[config.mk]
export PLATFORM = sky130hd
export DESIGN_NAME = clk_ctrl
export DESIGN_NICKNAME = d
export VERILOG_FILES = /design/src/core/clk_ctrl_pkg.sv /design/src/core/ref_if.sv /design/src/core/ref_divider.sv /design/src/core/clk_ctrl.sv
export SDC_FILE = /design/constraint.sdc
export NUM_CORES = 1
export LEC_CHECK = 0
export BUFFER_PORTS_ARGS = -buffer_cell sky130_fd_sc_hd__buf_2
export CAP_MARGIN = 5
export CORE_MARGIN = 3
export CORE_UTILIZATION = 40
export CTS_CLUSTER_SIZE = 12
export DETAILED_ROUTE_END_ITERATION = 8
export PLACE_DENSITY = 0.66
export SYNTH_ARGS = -nofsm -noshare
export SYNTH_HDL_FRONTEND = slang
export SYNTH_HIERARCHICAL = 1
export SYNTH_SLANG_ARGS = --single-unit
[constraint.sdc]
create_clock -name clk_i -period 1.85 [get_ports clk_i]
set_input_delay 0.0925 -clock clk_i [delete_from_list [all_inputs] [get_ports clk_i]]
set_output_delay 0.0925 -clock clk_i [all_outputs]
set_load 0.02 [all_outputs]
[src/core/clk_ctrl_pkg.sv]
/*
  Constants for the clock source and lock controller: register map,
  protection keys, reset values, field positions and cycle counts.
  Assumes a 100 MHz system clock and a 32-bit byte-addressed register port.
*/
`default_nettype none

package clk_ctrl_pkg;

  // ***********************************************************
  // register map (byte addresses)
  // ***********************************************************
  localparam logic [31:0] STA_ADDR      = 32'hffff0400;
  localparam logic [31:0] PWR_PRE_ADDR  = 32'hffff0404;
  localparam logic [31:0] PWR_ADDR      = 32'hffff0408;
  localparam logic [31:0] PWR_POST_ADDR = 32'hffff040c;
  localparam logic [31:0] SRC_PRE_ADDR  = 32'hffff0410;
  localparam logic [31:0] SRC_ADDR      = 32'hffff0414;
  localparam logic [31:0] SRC_POST_ADDR = 32'hffff0418;
  localparam logic [31:0] HEALTH_ADDR   = 32'hffff041c;

  // ***********************************************************
  // protection keys
  // ***********************************************************
  localparam logic [31:0] SRC_PRE_KEY  = 32'h000000aa;
  localparam logic [31:0] SRC_POST_KEY = 32'h00000055;
  localparam logic [31:0] PWR_PRE_KEY  = 32'h00000001;
  localparam logic [31:0] PWR_POST_KEY = 32'h000000f4;

  // ***********************************************************
  // fields and reset values
  // ***********************************************************
  localparam logic [1:0] SRC_RESET     = 2'h0;
  localparam logic [7:0] PWR_RESET     = 8'h79;
  localparam logic [7:0] PWR_WAKE_MASK = 8'h38;  // pll, periph, core up
  localparam int         PWR_CORE_BIT  = 3;
  localparam int         STA_FLAG_BIT  = 0;
  localparam logic [1:0] SEL_LP        = 2'h0;
  localparam logic [1:0] SEL_PREC      = 2'h1;
  localparam logic [1:0] SEL_XTAL      = 2'h2;
  localparam logic [9:0] PLL_MULT      = 10'h271;  // 625

  // synchroniser lanes
  localparam int SYNC_W    = 6;
  localparam int SYNC_LP   = 0;
  localparam int SYNC_PREC = 1;
  localparam int SYNC_XTAL = 2;
  localparam int SYNC_LOCK = 3;
  localparam int SYNC_OSC  = 4;
  localparam int SYNC_WAKE = 5;

  // ***********************************************************
  // timing
  // ***********************************************************
  localparam int LOCK_TIME_US = 2000;
  localparam int CLK_MHZ      = 100;
  localparam int LOCK_CYCLES  = LOCK_TIME_US * CLK_MHZ;
  localparam int LOCK_CNT_W   = 18;

  // key sequencer states, gray along idle -> armed -> held
  typedef enum logic [1:0] {
    KEY_IDLE  = 2'h0,
    KEY_ARMED = 2'h1,
    KEY_HELD  = 2'h3
  } key_state_type;

endpackage

`default_nettype wire

[src/core/ref_if.sv]
/*
  Link between the controller and its reference divider.
  Assumes oscillator levels are already synchronised to clk_i.
*/
`timescale 1ns/10ps
`default_nettype none

interface ref_if;
  logic [2:0] osc_lvl;   // lp, precision, crystal levels
  logic [1:0] sel;       // reference choice
  logic       ref_lvl;   // 32.768 khz reference to the pll
  logic [9:0] mult;      // pll multiplier

  modport ctrl (output osc_lvl, output sel, input ref_lvl, input mult);
  modport div  (input osc_lvl, input sel, output ref_lvl, output mult);
endinterface

`default_nettype wire

[src/core/ref_divider.sv]
/*
  Reference divider: divides each internal oscillator by four and picks
  the pll reference. Assumes synchronised levels and one clock domain.
*/
`timescale 1ns/10ps
`default_nettype none

module ref_divider
(
  // clock and reset
  input  wire logic clk_i,
  input  wire logic sys_rst_i,
  // controller side
  ref_if.div        rif
);

  logic [1:0] prev_r;
  logic [1:0] div_w;
  logic       ref_r;
  logic [9:0] mult_r;
  logic       ref_nxt;

  // ***********************************************************
  // divide by four per internal oscillator
  // ***********************************************************
  genvar i;
  generate
    for (i = 0; i < 2; i++)
    begin : g_osc
      logic [1:0] cnt_r;
      // two rising edges per half period gives a quarter frequency
      always_ff @(posedge clk_i)
      begin
        if (sys_rst_i)
        begin
          cnt_r     <= 2'h0;
          prev_r[i] <= 1'b0;
        end
        else
        begin
          prev_r[i] <= rif.osc_lvl[i];
          if (rif.osc_lvl[i] && !prev_r[i])
            cnt_r <= cnt_r + 2'h1;
        end
      end
      assign div_w[i] = cnt_r[1];
    end
  endgenerate

  // crystal already runs at the reference rate; reserved code parks low
  assign ref_nxt = (rif.sel == clk_ctrl_pkg::SEL_LP)   ? div_w[0] :
                   (rif.sel == clk_ctrl_pkg::SEL_PREC) ? div_w[1] :
                   (rif.sel == clk_ctrl_pkg::SEL_XTAL) ? rif.osc_lvl[2] :
                   1'b0;

  // registered reference and multiplier
  always_ff @(posedge clk_i)
  begin
    if (sys_rst_i)
    begin
      ref_r  <= 1'b0;
      mult_r <= clk_ctrl_pkg::PLL_MULT;
    end
    else
    begin
      ref_r  <= ref_nxt;
      mult_r <= clk_ctrl_pkg::PLL_MULT;
    end
  end

  assign rif.ref_lvl = ref_r;
  assign rif.mult    = mult_r;

endmodule // ref_divider

`default_nettype wire

[src/core/clk_ctrl.sv]
/*
  Clock source and lock controller: keyed source and power registers,
  lock status with loss-of-lock flag, flash clock select during relock.
  Assumes a single 100 MHz clock; oscillator, lock and wake pins are
  asynchronous and are synchronised here.
*/
`timescale 1ns/10ps
`default_nettype none

// How it works
// - source and power registers drive clock outputs
// - core runs once pll oscillates after wake
// - flash clock divided by eight until lock
// - lock overdue flagged after two milliseconds
// - low power oscillator enable always high
// - source register needs prekey, data, postkey
// - power register needs prekey, data, postkey
// - status bit two shows live crystal level
// - status bit one shows pll locked
// - bit zero set on lock loss, write-one clears
// - low two source bits pick reference
// - pll multiplies reference by 625
// - internal oscillators divided by four
module clk_ctrl
#(
  parameter int LOCK_WAIT_CYCLES = clk_ctrl_pkg::LOCK_CYCLES
)
(
  // clock and reset
  input  wire logic        clk_i,
  input  wire logic        sys_rst_i,
  // register port
  input  wire logic [31:0] addr_i,
  input  wire logic [31:0] wdata_i,
  input  wire logic        wr_i,
  input  wire logic        rd_i,
  output logic      [31:0] rdata_o,
  // oscillator and pll pins
  input  wire logic        lp_osc_i,
  input  wire logic        prec_osc_i,
  input  wire logic        crystal_input_pin_i,
  input  wire logic        pll_lock_i,
  input  wire logic        pll_osc_i,
  input  wire logic        wake_i,
  // clock control outputs
  output logic      [1:0]  ref_sel_o,
  output logic      [7:0]  power_control_o,
  output logic             pll_ref_o,
  output logic      [9:0]  pll_mult_o,
  output logic             flash_div8_o,
  output logic             core_run_o,
  output logic             lp_osc_en_o,
  output logic             lock_overdue_o,
  output logic             irq_o
);

  // ***********************************************************
  // pin synchronisers
  // ***********************************************************
  logic [clk_ctrl_pkg::SYNC_W-1:0] sync1_r;
  logic [clk_ctrl_pkg::SYNC_W-1:0] sync2_r;
  logic [clk_ctrl_pkg::SYNC_W-1:0] pins_w;

  assign pins_w = {wake_i, pll_osc_i, pll_lock_i, crystal_input_pin_i,
                   prec_osc_i, lp_osc_i};

  // first stage feeds only the second stage
  always_ff @(posedge clk_i)
  begin
    if (sys_rst_i)
    begin
      sync1_r <= '0;
      sync2_r <= '0;
    end
    else
    begin
      sync1_r <= pins_w;
      sync2_r <= sync1_r;
    end
  end

  logic lock_s;
  logic osc_s;
  logic wake_s;
  logic xtal_s;
  assign lock_s = sync2_r[clk_ctrl_pkg::SYNC_LOCK];
  assign osc_s  = sync2_r[clk_ctrl_pkg::SYNC_OSC];
  assign wake_s = sync2_r[clk_ctrl_pkg::SYNC_WAKE];
  assign xtal_s = sync2_r[clk_ctrl_pkg::SYNC_XTAL];

  // ***********************************************************
  // key sequencers, one per protected register
  // ***********************************************************
  logic       commit_w [2];
  logic [7:0] held_w   [2];

  genvar c;
  generate
    for (c = 0; c < 2; c++)
    begin : g_key
      localparam logic [31:0] PRE_A  = (c == 0) ? clk_ctrl_pkg::SRC_PRE_ADDR
                                                : clk_ctrl_pkg::PWR_PRE_ADDR;
      localparam logic [31:0] DAT_A  = (c == 0) ? clk_ctrl_pkg::SRC_ADDR
                                                : clk_ctrl_pkg::PWR_ADDR;
      localparam logic [31:0] POST_A = (c == 0) ? clk_ctrl_pkg::SRC_POST_ADDR
                                                : clk_ctrl_pkg::PWR_POST_ADDR;
      localparam logic [31:0] PRE_K  = (c == 0) ? clk_ctrl_pkg::SRC_PRE_KEY
                                                : clk_ctrl_pkg::PWR_PRE_KEY;
      localparam logic [31:0] POST_K = (c == 0) ? clk_ctrl_pkg::SRC_POST_KEY
                                                : clk_ctrl_pkg::PWR_POST_KEY;
      clk_ctrl_pkg::key_state_type st_r;
      clk_ctrl_pkg::key_state_type st_nxt;
      logic [7:0] hold_r;
      logic       hit_pre;
      logic       hit_dat;
      logic       hit_post;

      assign hit_pre  = wr_i && (addr_i == PRE_A) && (wdata_i == PRE_K);
      assign hit_dat  = wr_i && (addr_i == DAT_A);
      assign hit_post = wr_i && (addr_i == POST_A) && (wdata_i == POST_K);

      // any other write between the steps drops the sequence
      always_comb
      begin
        st_nxt = st_r;
        unique case (st_r)
          clk_ctrl_pkg::KEY_IDLE:
            st_nxt = hit_pre ? clk_ctrl_pkg::KEY_ARMED
                             : clk_ctrl_pkg::KEY_IDLE;
          clk_ctrl_pkg::KEY_ARMED:
            if (hit_dat)
              st_nxt = clk_ctrl_pkg::KEY_HELD;
            else if (wr_i)
              st_nxt = hit_pre ? clk_ctrl_pkg::KEY_ARMED
                               : clk_ctrl_pkg::KEY_IDLE;
          clk_ctrl_pkg::KEY_HELD:
            if (wr_i)
              st_nxt = hit_pre ? clk_ctrl_pkg::KEY_ARMED
                               : clk_ctrl_pkg::KEY_IDLE;
          default:
            st_nxt = clk_ctrl_pkg::KEY_IDLE;
        endcase
      end

      // state and the value waiting for its postwrite key
      always_ff @(posedge clk_i)
      begin
        if (sys_rst_i)
        begin
          st_r   <= clk_ctrl_pkg::KEY_IDLE;
          hold_r <= 8'h00;
        end
        else
        begin
          st_r <= st_nxt;
          if (st_r == clk_ctrl_pkg::KEY_ARMED && hit_dat)
            hold_r <= wdata_i[7:0];
        end
      end

      assign commit_w[c] = (st_r == clk_ctrl_pkg::KEY_HELD) && hit_post;
      assign held_w[c]   = hold_r;
    end
  endgenerate

  // ***********************************************************
  // source, power and lock state
  // ***********************************************************
  logic [1:0]                        src_r;
  logic [7:0]                        pwr_r;
  logic [7:0]                        pwr_nxt;
  logic                              lock_d_r;
  logic                              wake_d_r;
  logic                              flag_r;
  logic                              flag_nxt;
  logic                              lock_fell;
  logic                              wake_rise;
  logic                              sta_clr;
  logic [clk_ctrl_pkg::LOCK_CNT_W-1:0] wait_cnt_r;
  logic                              waiting_r;
  logic                              overdue_r;

  assign lock_fell = lock_d_r && !lock_s;
  assign wake_rise = wake_s && !wake_d_r;
  assign sta_clr   = wr_i && (addr_i == clk_ctrl_pkg::STA_ADDR) &&
                     wdata_i[clk_ctrl_pkg::STA_FLAG_BIT];
  // a loss of lock in the clearing cycle keeps the flag
  assign flag_nxt  = lock_fell || (flag_r && !sta_clr);
  // wake forces pll, peripherals and core back up over any commit
  assign pwr_nxt   = (commit_w[1] ? held_w[1] : pwr_r) |
                     (wake_rise ? clk_ctrl_pkg::PWR_WAKE_MASK : 8'h00);

  // source register only changes on a completed sequence; power register also on a wake rise
  always_ff @(posedge clk_i)
  begin
    if (sys_rst_i)
    begin
      src_r <= clk_ctrl_pkg::SRC_RESET;
      pwr_r <= clk_ctrl_pkg::PWR_RESET;
    end
    else
    begin
      if (commit_w[0])
        src_r <= held_w[0][1:0];
      pwr_r <= pwr_nxt;
    end
  end

  // lock history and loss flag
  always_ff @(posedge clk_i)
  begin
    if (sys_rst_i)
    begin
      lock_d_r <= 1'b0;
      wake_d_r <= 1'b0;
      flag_r   <= 1'b0;
    end
    else
    begin
      lock_d_r <= lock_s;
      wake_d_r <= wake_s;
      flag_r   <= flag_nxt;
    end
  end

  // lock watchdog: the relock after wake must finish within its window
  always_ff @(posedge clk_i)
  begin
    if (sys_rst_i)
    begin
      wait_cnt_r <= '0;
      waiting_r  <= 1'b0;
      overdue_r  <= 1'b0;
    end
    else if (wake_rise)
    begin
      wait_cnt_r <= '0;
      waiting_r  <= 1'b1;
      overdue_r  <= 1'b0;
    end
    else if (waiting_r)
    begin
      if (lock_s)
        waiting_r <= 1'b0;
      else if (wait_cnt_r ==
               clk_ctrl_pkg::LOCK_CNT_W'(LOCK_WAIT_CYCLES - 1))
      begin
        waiting_r <= 1'b0;
        overdue_r <= 1'b1;
      end
      else
        wait_cnt_r <= wait_cnt_r + 1'b1;
    end
  end

  // ***********************************************************
  // reference divider
  // ***********************************************************
  ref_if rif ();
  assign rif.osc_lvl = sync2_r[clk_ctrl_pkg::SYNC_XTAL:clk_ctrl_pkg::SYNC_LP];
  assign rif.sel     = src_r;

  ref_divider u_div
  (
    .clk_i     (clk_i),
    .sys_rst_i (sys_rst_i),
    .rif       (rif.div)
  );

  // ***********************************************************
  // read path
  // ***********************************************************
  logic [2:0]  sta_w;
  logic [31:0] rd_mux;
  logic        flash_div8_r;
  logic        core_run_r;
  logic        lp_en_r;
  logic        pll_ref_r;
  logic [31:0] rdata_r;

  assign sta_w  = {xtal_s, lock_s, flag_r};
  // write-only keys and unmapped addresses read as zero
  assign rd_mux =
    (addr_i == clk_ctrl_pkg::STA_ADDR)    ? {29'h0, sta_w} :
    (addr_i == clk_ctrl_pkg::SRC_ADDR)    ? {30'h0, src_r} :
    (addr_i == clk_ctrl_pkg::PWR_ADDR)    ? {24'h0, pwr_r} :
    (addr_i == clk_ctrl_pkg::HEALTH_ADDR) ? {30'h0, core_run_r, overdue_r} :
    32'h0;

  // read data stands only in the cycle after the strobe
  always_ff @(posedge clk_i)
  begin
    if (sys_rst_i)
      rdata_r <= 32'h0;
    else
      rdata_r <= rd_i ? rd_mux : 32'h0;
  end

  // clock steering outputs
  always_ff @(posedge clk_i)
  begin
    if (sys_rst_i)
    begin
      flash_div8_r <= 1'b1;
      core_run_r   <= 1'b0;
      lp_en_r      <= 1'b1;
      pll_ref_r    <= 1'b0;
    end
    else
    begin
      flash_div8_r <= !lock_s;
      core_run_r   <= pwr_r[clk_ctrl_pkg::PWR_CORE_BIT] && osc_s;
      lp_en_r      <= 1'b1;
      pll_ref_r    <= rif.ref_lvl;
    end
  end

  assign rdata_o         = rdata_r;
  assign ref_sel_o       = src_r;
  assign power_control_o = pwr_r;
  assign pll_ref_o       = pll_ref_r;
  assign pll_mult_o      = rif.mult;
  assign flash_div8_o    = flash_div8_r;
  assign core_run_o      = core_run_r;
  assign lp_osc_en_o     = lp_en_r;
  assign lock_overdue_o  = overdue_r;
  assign irq_o           = flag_r;

  // ***********************************************************
  // assertions
  // ***********************************************************
  logic [1:0] wd_lo;
  logic [7:0] wd_byte;
  assign wd_lo   = wdata_i[1:0];
  assign wd_byte = wdata_i[7:0];
endmodule // clk_ctrl

`default_nettype wire

======== Word level (Yosys, flattened, before mapping) ========
Cells that the tools add are included.
operators by class
  equality and inequality tests ........... 19
  add/subtract/negate cells ............... 3
  bitwise logic cells ..................... 4
  reduce and logical (&&, ||, !) cells .... 37
  muxes and demuxes ....................... 21
operators by type and width
  cell                                                  count
  equality test 32 bit, second input constant           8
  equality test 32 x 8 -> 1 bit, second input constant  2
  equality test 32 x 1 -> 1 bit, second input constant  1
  equality test 32 x 7 -> 1 bit, second input constant  1
  logical AND 1 bit                                     22
  adder 18 x 1 -> 18 bit, second input constant         1
  equality test 18 bit, second input constant           1
  2-to-1 mux 8 bit                                      2
  one-hot mux 2 bit (3 select lines)                    2
  2-to-1 mux 2 bit                                      5
  2-to-1 mux 1 bit                                      9
  OR 8 x 6 -> 8 bit                                     1
  equality test 2 x 1 -> 1 bit, second input constant   3
  equality test 2 bit, second input constant            3
  zero test 2 bit                                       3
  2-to-1 mux 3 bit                                      2
  2-to-1 mux 6 bit                                      1
  AND reduction 3 bit                                   2
  zero test 1 bit                                       5
  OR reduction 5 bit                                    1
  adder 2 x 1 -> 2 bit, second input constant           2
  OR reduction 2 bit                                    2
  OR reduction 4 bit                                    1
  inverter 1 bit                                        3
  logical OR 1 bit                                      1
storage, ports and cells
  word-level logic and storage cells ...... 109
  flip-flop bits (word level) ............. 101

======== Longest topological paths before layout ========
Gate-level depths: netlist (run 1).
  word-level depth ........................ 7
  gate-level depth with buffers ........... 7
  mapped depth without buffers ............ 6

======== By module ========
The synthesis (run 1) kept the hierarchy.
by module, submodules not included
  module       cells an instance  seq. area each (um^2)  area an instance (um^2)  times used
  clk_ctrl     364                1,401.3                3,269.4                  1
  ref_divider  37                 140.1                  340.3                    1

======== Least setup slack after synthesis (run 1) ========
Ideal clock, no wire load.
  path type ............................... reg-to-reg
  from .................................... reg wait_cnt_r[0] (netlist bit)
  to ...................................... reg wait_cnt_r[17] (netlist bit)
  stages on the path, launching flop included .. 8
  path buffers ............................ 1
  setup time .............................. 0.071 ns
  setup slack ............................. 0.062 ns
  clock period less this slack ............ 1.788 ns
  required time ........................... 1.779 ns
  arrival ................................. 1.717 ns
  cell sequence ........................... dfxtp_1 > ha_1 > nand2_1 > or2_2 > o2111ai_1 > buf_2 > or4_1 > a21oi_1
on the way
  word-level cells in the longest chain between the ends .. 3
RTL lines
  item                                                                            line             RTL
  start: declaration                                                              clk_ctrl.sv:179  logic [clk_ctrl_pkg::LOCK_CNT_W-1:0] wait_cnt_r;
  start signal: assignment                                                        clk_ctrl.sv:252  wait_cnt_r <= wait_cnt_r + 1'b1;
  parallel branches: the longest is 3 deep, another holds adder 18 x 1 -> 18 bit  n/a
Parallel ways; which one is timed is not known.
A chain may end at the register's enable or synchronous reset.

======== Worst setup path after layout (run 1) ========
  from .................................... reg wait_cnt_r[0] (netlist bit)
  to ...................................... reg wait_cnt_r[13] (netlist bit)
The elaborated chain is that of the path after synthesis.

==> summary.txt, run 1 <==
RD Place Congestion -> 0.883
FMAX -> 0.560 GHz
crit path max-delay cell type -> or4_1
Crit path arrival time -> 2.07 ns
I/O pins -> 132
Critical Path End Type -> flop
drt wl/cell -> 14.1 um
number of synthesized flops with an enable pin -> 0
worst-case vdd ir drop -> 0.000461 V
Synth cell types -> 53
worst path cell trace -> ha_2 -> nand2_2 -> or2_2 -> o2111ai_2 -> buf_6 -> or4_1 -> a21oi_2
crit path launch type -> flop
Initial Util -> 0.412
TritonCTS clock tree -> yes
I/O Buffers -> 96
Avg Inst Size Synth -> 9.00 sq um
FF+latch count, synth -> 77
Final Cycle Share -> 0.965
cell class contributing the biggest share of worst-path delay -> simple AND/OR/NAND/NOR gates
Vias per Instance -> 5.14
combinational family with the most area after synthesis -> simple AND/OR/NAND/NOR gates
drt pass-1 iters -> 7
multiplexer share of the synthesized area -> 0.0305
Synth top cells by count -> dfxtp_1 (77), nor2_1 (38), buf_4 (35), nor2b_1 (21)
P&R area growth vs syn -> 25.7%
largest net degree at the start of global routing -> 43
async set or reset register ratio after synthesis -> 0
die width -> 101 um
sequential area share after synthesis -> 0.427
ant diodes -> 0
Total GRT Usage -> 0.176
die height -> 101 um
CTS root buffer -> clkbuf_8
WP data required -> 2.13 ns
Worst-Skew Late Latency -> 0.35 ns
setup_tns -> 0 ns
clk sinks -> 77
cell with the most instances after synthesis -> dfxtp_1
drc violations -> 0
CTS buffer count -> 9
Max Cap Viol -> 0
row count -> 34
Synth Flop Type -> dfxtp_1
Worst Clk Skew -> 0.00662 ns
Compound-Gate Fraction of Synth Area -> 0.0971
CTS clk-pin slew, worst paths -> 0.08 ns
first-pass GRT wire length -> 14,200 um
CP peak stage delay -> 0.52 ns
dpl hpwl -> 6850 um
layout cell share with drive strength beyond 1 -> 0.289
Synth area leaders -> dfxtp_1 (43%), buf_4 (7.3%), nor2_1 (4.0%)
Synth Area in Adders -> 0.00347
critical path class -> reg2reg
initial DRC count -> 132
Synth top area share -> 0.427
initial antenna violation count -> 0
Synth area leader -> dfxtp_1
hold slack -> 0.0215 ns
total wire length -> 8980 um
Overflow after GRT -> 0
buffer and inverter count on the worst path -> 1
core area -> 0.00876 sq mm
Hold Vio Cnt, Final -> 0
worst-path fanout max -> 10
Slew Limit Fails -> 0
Pwr per Cell Area -> 723 mW/mm^2
minimum clock period -> 1.78 ns
number of global-route vias before repair -> 2,976
Hold Path Class -> in2reg
status -> finished clean
Post-Synth Simple-Gate Area -> 0.308
maximum clock path buffer count -> 2
Final ANT Viol Nets -> 0
fin nets -> 600
Leak -> 1.87 nW
Synth Area in XOR/XNOR -> 0.0315
Cell Area, Synth -> 0.00361 sq mm
cells after synthesis -> 401
yosys warns -> 6
via count -> 3,277
Die ar. -> 0.0102 sq mm
setup violators final -> 0
H-Tree Depth -> 3
==> worst paths after layout <==
check | from | to | slack (ns) | depth (start not counted)
hold reg to reg | u_div/rif.ref_lvl | pll_ref_o | 0.44 | 1
setup / recovery | wait_cnt_r[0] | wait_cnt_r[13] | 0.07 | 7
setup reg to reg | wait_cnt_r[0] | wait_cnt_r[13] | 0.07 | 7
hold / removal | wdata_i[4] | g_key[1].hold_r[4] | 0.02 | 3
==> per-stage QoR <==
stage | std cells | power (W) | setup slack [ns] | area [sq um] | utilization
after global placement | 609 | 0.00199 | 0.0551 | 4170 | 0.475
after CTS | 633 | 0.00331 | 0.00666 | 4450 | 0.508
final | 638 | 0.00328 | 0.0653 | 4540 | 0.518
after floorplan | 432 | 0.00193 | 0.0624 | 3730 | -
after global routing | 638 | 0.00342 | -0.0173 | 4540 | 0.518
after detailed placement | 609 | 0.00199 | -0.0361 | 4170 | 0.475
==> layout make-up <==
class | count | area (sq um)
clock inverter | 7 | 82.6
multi-input combinational | 303 | 1870
timing repair buffer | 128 | 757
inverter | 6 | 22.5
clock buffer | 9 | 124
tap | 108 | 135
fill | 849 | 4230
sequential | 77 | 1540
==> sequential cells by signal (all words and copies together) (netlist names), 4 cells and up <==
register / flops
rdata_o: 8
sync1_r: 6
g_key.hold_r: 10
g_key.st_r: 4
u_div/g_osc.cnt_r: 4
sync2_r: 6
wait_cnt_r: 18
power_control_o: 8
==> worst reg2reg max path, delay by kind of cell, from the launching register on <==
kind,cells,cell delay [ns]
simple gates,3,0.73
fa+ha+maj,1,0.21
compound gates,2,0.29
flops,1,0.33
buf+inv,1,0.17
==> power breakdown <==
part           total (W)  internal [W]  switching [W]
combinational   0.000279      0.000109       0.000170
clock            0.00131      0.000644       0.000669
sequential       0.00169       0.00168      0.0000106
==> routing by layer <==
metal | global-route usage | up-vias | share of wire
met3 | 0.0457 | 9 | 0.066
met4 | 0.0491 | 0 | 0.011
li1 | - | 1630 | -
met1 | 0.236 | 1529 | 0.45
met5 | 0 | - | 0
met2 | 0.281 | 109 | 0.48
==> what timing repair did <==
action,4_1_cts,5_1_grt
setup buffers,0,5
setup endpoints to repair,0,8
endpoints found under the hold margin,8,0
resized for setup,0,11
hold buffers,8,0
==> logic make-up after synthesis <==
| family | count (synthesis) |
|---|---|
| AO/OA/AOI/OAI | 53 |
| XOR/XNOR | 13 |
| adder cells (fa/ha/maj) | 1 |
| buffers and inverters | 52 |
| flip-flops | 77 |
| multiplexers | 11 |
| other | 4 |
| AND/OR/NAND/NOR | 190 |
==> layout by cell type (no fill, tap or decap), drive strengths merged, types with 10 or more instances in the layout <==
cell / n
buf: 120
dfxtp: 77
nor2: 38
conb: 35
nor2b: 21
nand4: 20
nand3: 20
nand2: 18
a21oi: 15
nor4: 12
mux2i: 11
o31ai: 10
or4: 10
Power figures use the tool's default switching activity.
==> inputs of run 2 (changes only) <==
- GPL_TIMING_DRIVEN: unset -> 0
==> summary.txt, run 2 (synthesized netlist as in run 1, its figures left out) <==
status -> finished clean
Switching Fraction -> 0.270 (+0.0115)
fill cell count -> 830 (-2.2%)
hold slack -> 0.0130 ns (-0.00858 ns)
row count -> 34 (unchanged)
RSZ-0062 raised after global routing -> no
FMAX -> 0.558 GHz (-0.47%)
proportion of power drawn by the clock network -> 0.372 (-0.028)
Pwr per Cell Area -> 672 mW/mm^2 (-7.0%)
WL met1 -> 4140 um (+3.4%)
die height -> 101 um (unchanged)
die width -> 101 um (unchanged)
worst-path fanout max -> 7 (-3)
largest registers -> wait_cnt_r: 18 flops, g_key.hold_r: 10 flops
Leak -> 2.03 nW (+8.4%)
Layout Cells excl Fill -> 667 (+4.5%)
largest net degree at the start of global routing -> 17 (-60%)
commonest non-fill, non-tap cell in the layout -> buf_2
CTS root buffer -> clkbuf_8
internal power -> 0.00236 W (-3.1%)
Hold Path Class -> in2reg
Final ANT Viol Nets -> 0 (unchanged)
placed cell count -> 636 (+4.4%)
layout cell share with drive strength beyond 1 -> 0.335 (+0.0458)
drt wl/cell -> 13.5 um (-4.2%)
Reg area -> 0.00155 sq mm (+0.24%)
setup_tns -> 0 ns (unchanged)
Die ar. -> 0.0102 sq mm (unchanged)
drc violations -> 0 (unchanged)
Hold Vio Cnt, Final -> 0 (unchanged)
Total GRT Usage -> 0.176 (about the same)
most frequent cells in the layout -> buf_2 (98), dfxtp_1 (73), buf_4 (43)
maximum clock path buffer count -> 2 (unchanged)
multi-input combinational cell area -> 0.00196 sq mm (+4.4%)
first-pass GRT wire length -> 14,400 um (+1.3%)
Worst-Skew Late Latency -> 0.35 ns (about the same)
clk sinks -> 77 (unchanged)
TritonCTS clock tree -> yes
Max Cap Viol -> 0 (unchanged)
max FFs per register -> 18 (unchanged)
drt pass-1 iters -> 4 (-3)
relative slew slack -> 0.452
critical path class -> reg2reg
Vias per Instance -> 5.00 (-2.7%)
via count -> 3,333 (+1.7%)
Final Cycle Share -> 0.969 (+0.00456)
RD Place Congestion -> 0.841 (-4.7%)
worst-case vdd ir drop -> 0.000335 V (-27%)
Initial Util -> 0.412 (unchanged)
Worst Clk Skew -> 0.00861 ns (+0.00199 ns)
I/O pins -> 132 (unchanged)
Overflow after GRT -> 0 (unchanged)
top metal layer carrying routed signals -> met4
Critical Path End Type -> flop
Comb pwr share -> 0.104 (+0.019)
CTS clk-pin slew, worst paths -> 0.09 ns (about the same)
met3 wire len -> 559 um (-6.4%)
Slew Limit Fails -> 0 (unchanged)
wire length on met2 -> 4200 um (-2.0%)
I/O Buffers -> 96 (unchanged)
number of global-route vias before repair -> 3,099 (+4.1%)
initial DRC count -> 76 (-42%)
core area -> 0.00876 sq mm (unchanged)
slew of the pin with the lowest slew margin -> 0.815 ns
Tot Pwr -> 0.00323 W (-1.6%)
WP data required -> 2.15 ns (+0.02 ns)
minimum clock period -> 1.79 ns (+0.00844 ns)
sw power -> 0.000873 W (+2.7%)
setup violators final -> 0 (unchanged)
Util after Layout -> 0.548 (+0.0303)
dpl hpwl -> 6910 um (+0.86%)
CTS buffer count -> 9 (unchanged)
ant diodes -> 0 (unchanged)
fin nets -> 629 (+4.8%)
initial antenna violation count -> 0 (unchanged)
H-Tree Depth -> 3 (unchanged)
Top reg by flops -> wait_cnt_r
Crit path arrival time -> 2.10 ns (+0.03 ns)
total wire length -> 9000 um (+0.18%)
crit path launch type -> flop
P&R area growth vs syn -> 33.0%
Reg power frac -> 0.524 (+0.009)
## run 2: worst paths after layout
check / startpoint / endpoint / slack, ns / cells after the start
hold / removal: wdata_i[7] / g_key[1].hold_r[7] / 0.01 / 3
setup / recovery: wait_cnt_r[1] / wait_cnt_r[9] / 0.06 / 8
hold reg to reg: sync1_r[2] / sync2_r[2] / 0.44 / 1
setup reg to reg: wait_cnt_r[1] / wait_cnt_r[9] / 0.06 / 8
## run 2: per-layer routing
layer | up-vias | track usage
li1 | 1702 | -
met4 | 0 | 0.0460
met5 | - | 0
met3 | 6 | 0.0436
met2 | 105 | 0.291
met1 | 1520 | 0.230
## run 2: area by class of cell
cell class,instances,share of cell area
inverter,6,0.00469
buffer,45,0.0696
multi-input combinational,303,0.407
clock buffer,9,0.0258
timing repair buffer,112,0.129
tap,108,0.0281
clock inverter,7,0.0133
sequential,77,0.322
## run 2: critical path: stages, from the launching register on
cell and delay [ns]:
dfxtp_2 0.35, ha_4 0.17, nand2_2 0.08, or2_4 0.14, o2111ai_4 0.15, buf_6 0.17, buf_4 0.13, or4_1 0.47
nand2_1 0.08
## run 2: stage by stage
step | cell area, sq um | worst slack [ns]
detailed placement | 4340 | -0.185
CTS | 4680 | 0.00747
floorplan | 3730 | 0.0624
finish | 4800 | 0.0569
global route | 4800 | 0.00393
global placement | 4340 | -0.146
## run 2: what timing repair did
| item | CTS | global route |
|---|---|---|
| pin swaps | 2 | 2 |
| resized for setup | 13 | 15 |
| endpoints found under the setup margin | 11 | 11 |
| hold buffers | 8 | 0 |
| endpoints found under the hold margin | 13 | 0 |
| setup buffers | 3 | 5 |
## run 2: power by group through the flow
stage | logic (W) | registers (W) | clock network (W)
finish | 0.000336 | 0.00169 | 0.00120
global route | 0.000368 | 0.00169 | 0.00132
CTS | 0.000331 | 0.00169 | 0.00124
detailed placement | 0.000316 | 0.00173 | 0
global placement | 0.000311 | 0.00173 | 0
floorplan | 0.000198 | 0.00173 | 0
==> inputs of run 3 (changes only) <==
- CAP_MARGIN: 5 -> 20
- PLACE_DENSITY: 0.66 -> unset
- PLACE_DENSITY_LB_ADDON: unset -> 0.15
==> summary.txt, run 3 (synthesized netlist as in run 1, its figures left out) <==
worst-case vdd ir drop -> 0.000488 V (+46%)
initial DRC count -> 143 (+88%)
fin nets -> 627 (-0.32%)
Top reg by flops -> wait_cnt_r
r2r endpoint -> wait_cnt_r[17]
drc violations -> 0 (unchanged)
I/O pins -> 132 (unchanged)
Initial Util -> 0.412 (unchanged)
Worst Clk Skew -> 0.00743 ns (-0.00118 ns)
Post-Layout Inst Area -> 0.00477 sq mm (-0.70%)
Leak -> 2.03 nW (+0.14%)
first-pass GRT wire length -> 14,900 um (+3.3%)
row count -> 34 (unchanged)
P&R area growth vs syn -> 32.1%
total wire length -> 9270 um (+3.0%)
Worst-Skew Late Latency -> 0.34 ns (about the same)
Vias per Instance -> 5.01 (+0.21%)
maximum clock path buffer count -> 2 (unchanged)
fill cell count -> 854 (+2.9%)
Crit path arrival time -> 2.04 ns (-0.06 ns)
clk sinks -> 77 (unchanged)
layout cell share with drive strength beyond 1 -> 0.329 (-0.00539)
Overflow after GRT -> 0 (unchanged)
H-Tree Depth -> 3 (unchanged)
via count -> 3,325 (-0.24%)
I/O Buffers -> 96 (unchanged)
core area -> 0.00876 sq mm (unchanged)
initial antenna violation count -> 0 (unchanged)
start of the worst register-to-register path -> wait_cnt_r[4]
RSZ-0062 raised after global routing -> yes
Total GRT Usage -> 0.183 (+0.00649)
commonest non-fill, non-tap cell in the layout -> buf_2
critical path class -> reg2reg
TritonCTS clock tree -> yes
setup violators final -> 0 (unchanged)
Pwr per Cell Area -> 666 mW/mm^2 (-0.93%)
Crit. Startpoint -> wait_cnt_r[4]
largest net degree at the start of global routing -> 13 (-4)
Reg area -> 0.00155 sq mm (+0.24%)
dpl hpwl -> 7090 um (+2.6%)
max FFs per register -> 18 (unchanged)
R2R Setup Slk -> 0.08 ns (+0.02 ns)
status -> finished clean
CTS buffer count -> 9 (unchanged)
crit path launch type -> flop
minimum clock period -> 1.77 ns (-0.0233 ns)
r2r worst-path depth -> 6 (-2)
slew of the pin with the lowest slew margin -> 0.799 ns (-0.0155 ns)
Tot Pwr -> 0.00318 W (-1.6%)
die width -> 101 um (unchanged)
Final ANT Viol Nets -> 0 (unchanged)
worst-path fanout max -> 7 (unchanged)
Layout Cells excl Fill -> 664 (-0.45%)
placed cell count -> 636 (unchanged)
relative slew slack -> 0.462 (+0.0105)
Slew Limit Fails -> 0 (unchanged)
DP Area -> 0.00434 sq mm (unchanged)
RD Place Congestion -> 0.906 (+7.7%)
die height -> 101 um (unchanged)
Max Cap Viol -> 0 (unchanged)
Critical Path End Type -> flop
most frequent cells in the layout -> buf_2 (98), dfxtp_1 (72), buf_4 (41)
FMAX -> 0.565 GHz (+1.3%)
drt wl/cell -> 14.0 um (+3.5%)
WP data required -> 2.12 ns (-0.03 ns)
ant diodes -> 0 (unchanged)
Hold Path Class -> in2reg
Util after Layout -> 0.544 (-0.00386)
number of global-route vias before repair -> 3,128 (+0.94%)
Die ar. -> 0.0102 sq mm (unchanged)
largest registers -> wait_cnt_r: 18 flops, g_key.hold_r: 10 flops
drt pass-1 iters -> 4 (unchanged)
capture point of the worst path -> wait_cnt_r[17]
CTS clk-pin slew, worst paths -> 0.08 ns (about the same)
CTS root buffer -> clkbuf_8
Hold Vio Cnt, Final -> 0 (unchanged)
Final Cycle Share -> 0.957 (-0.0126)
multi-input combinational cell area -> 0.00195 sq mm (-0.26%)
run 3: changes by cell type in the layout (fill, tap and decap cells not counted), sizes merged:
cell         before  now
clkinvlp          2    1
clkbuf           13   17
clkinv            0    2
buf             145  143
dlygate4sd3       8    7
inv              11    6
run 3: metal layers:
metal / share of wire / global-route usage
met1: 0.44 / 0.236
met2: 0.50 / 0.308
met3: 0.054 / 0.0394
met4: 0.011 / 0.0491
met5: 0 / 0
run 3: layout make-up:
type / instances / share of cell area
multi-input combinational: 303 / 0.409
sequential: 77 / 0.325
timing repair buffer: 109 / 0.125
buffer: 46 / 0.0708
clock buffer: 12 / 0.0325
tap: 108 / 0.0283
inverter: 6 / 0.00472
clock inverter: 3 / 0.00446
run 3: critical path, cell delays in order (launching register included):
cell and delay (ns):
dfxtp_1 0.38, nand3_2 0.18, nor2_4 0.19, o2111ai_4 0.16, buf_6 0.17, or4_1 0.50
a21oi_1 0.13
run 3: worst min-delay path by stage:
stage                             start                      end  slack (ns)  depth (start not counted)
floorplan                     sys_rst_i          u_div/prev_r[0]        0.16                          1
global placement             pll_lock_i               sync1_r[3]        0.30                          2
detailed placement  crystal_input_pin_i               sync1_r[2]        0.30                          2
CTS                          wdata_i[6]       g_key[1].hold_r[6]       0.003                          3
global route                  sys_rst_i  u_div/g_osc[1].cnt_r[1]        0.03                          2
finish                       wdata_i[6]       g_key[1].hold_r[6]        0.01                          3
run 3: timing repair:
item | in CTS | in global routing
setup buffers | 4 | 2
setup endpoints to repair | 10 | 14
cloned | 0 | 0
endpoints found under the hold margin | 7 | 0
pin swaps | 1 | 4
hold buffers | 7 | 0
resized for setup | 9 | 20
run 3: per-stage QoR:
step | hold WS (ns) | worst slack (ns) | setup TNS [ns]
2_1_floorplan | 0.164 | 0.0624 | 0
3_3_place_gp | 0.301 | -0.141 | -0.786
3_5_place_dp | 0.305 | -0.127 | -1.05
4_1_cts | 0.00259 | 0.00355 | 0
5_1_grt | 0.0267 | -0.0194 | -0.0291
6_report | 0.0123 | 0.0802 | 0
run 3: power by group:
part / switching (W) / total [W] / internal (W) / leakage, nW
Clock: 0.000595 / 0.00115 / 0.000554 / 0.0884
Sequential: 0.0000127 / 0.00169 / 0.00168 / 0.627
Combinational: 0.000180 / 0.000336 / 0.000156 / 1.32
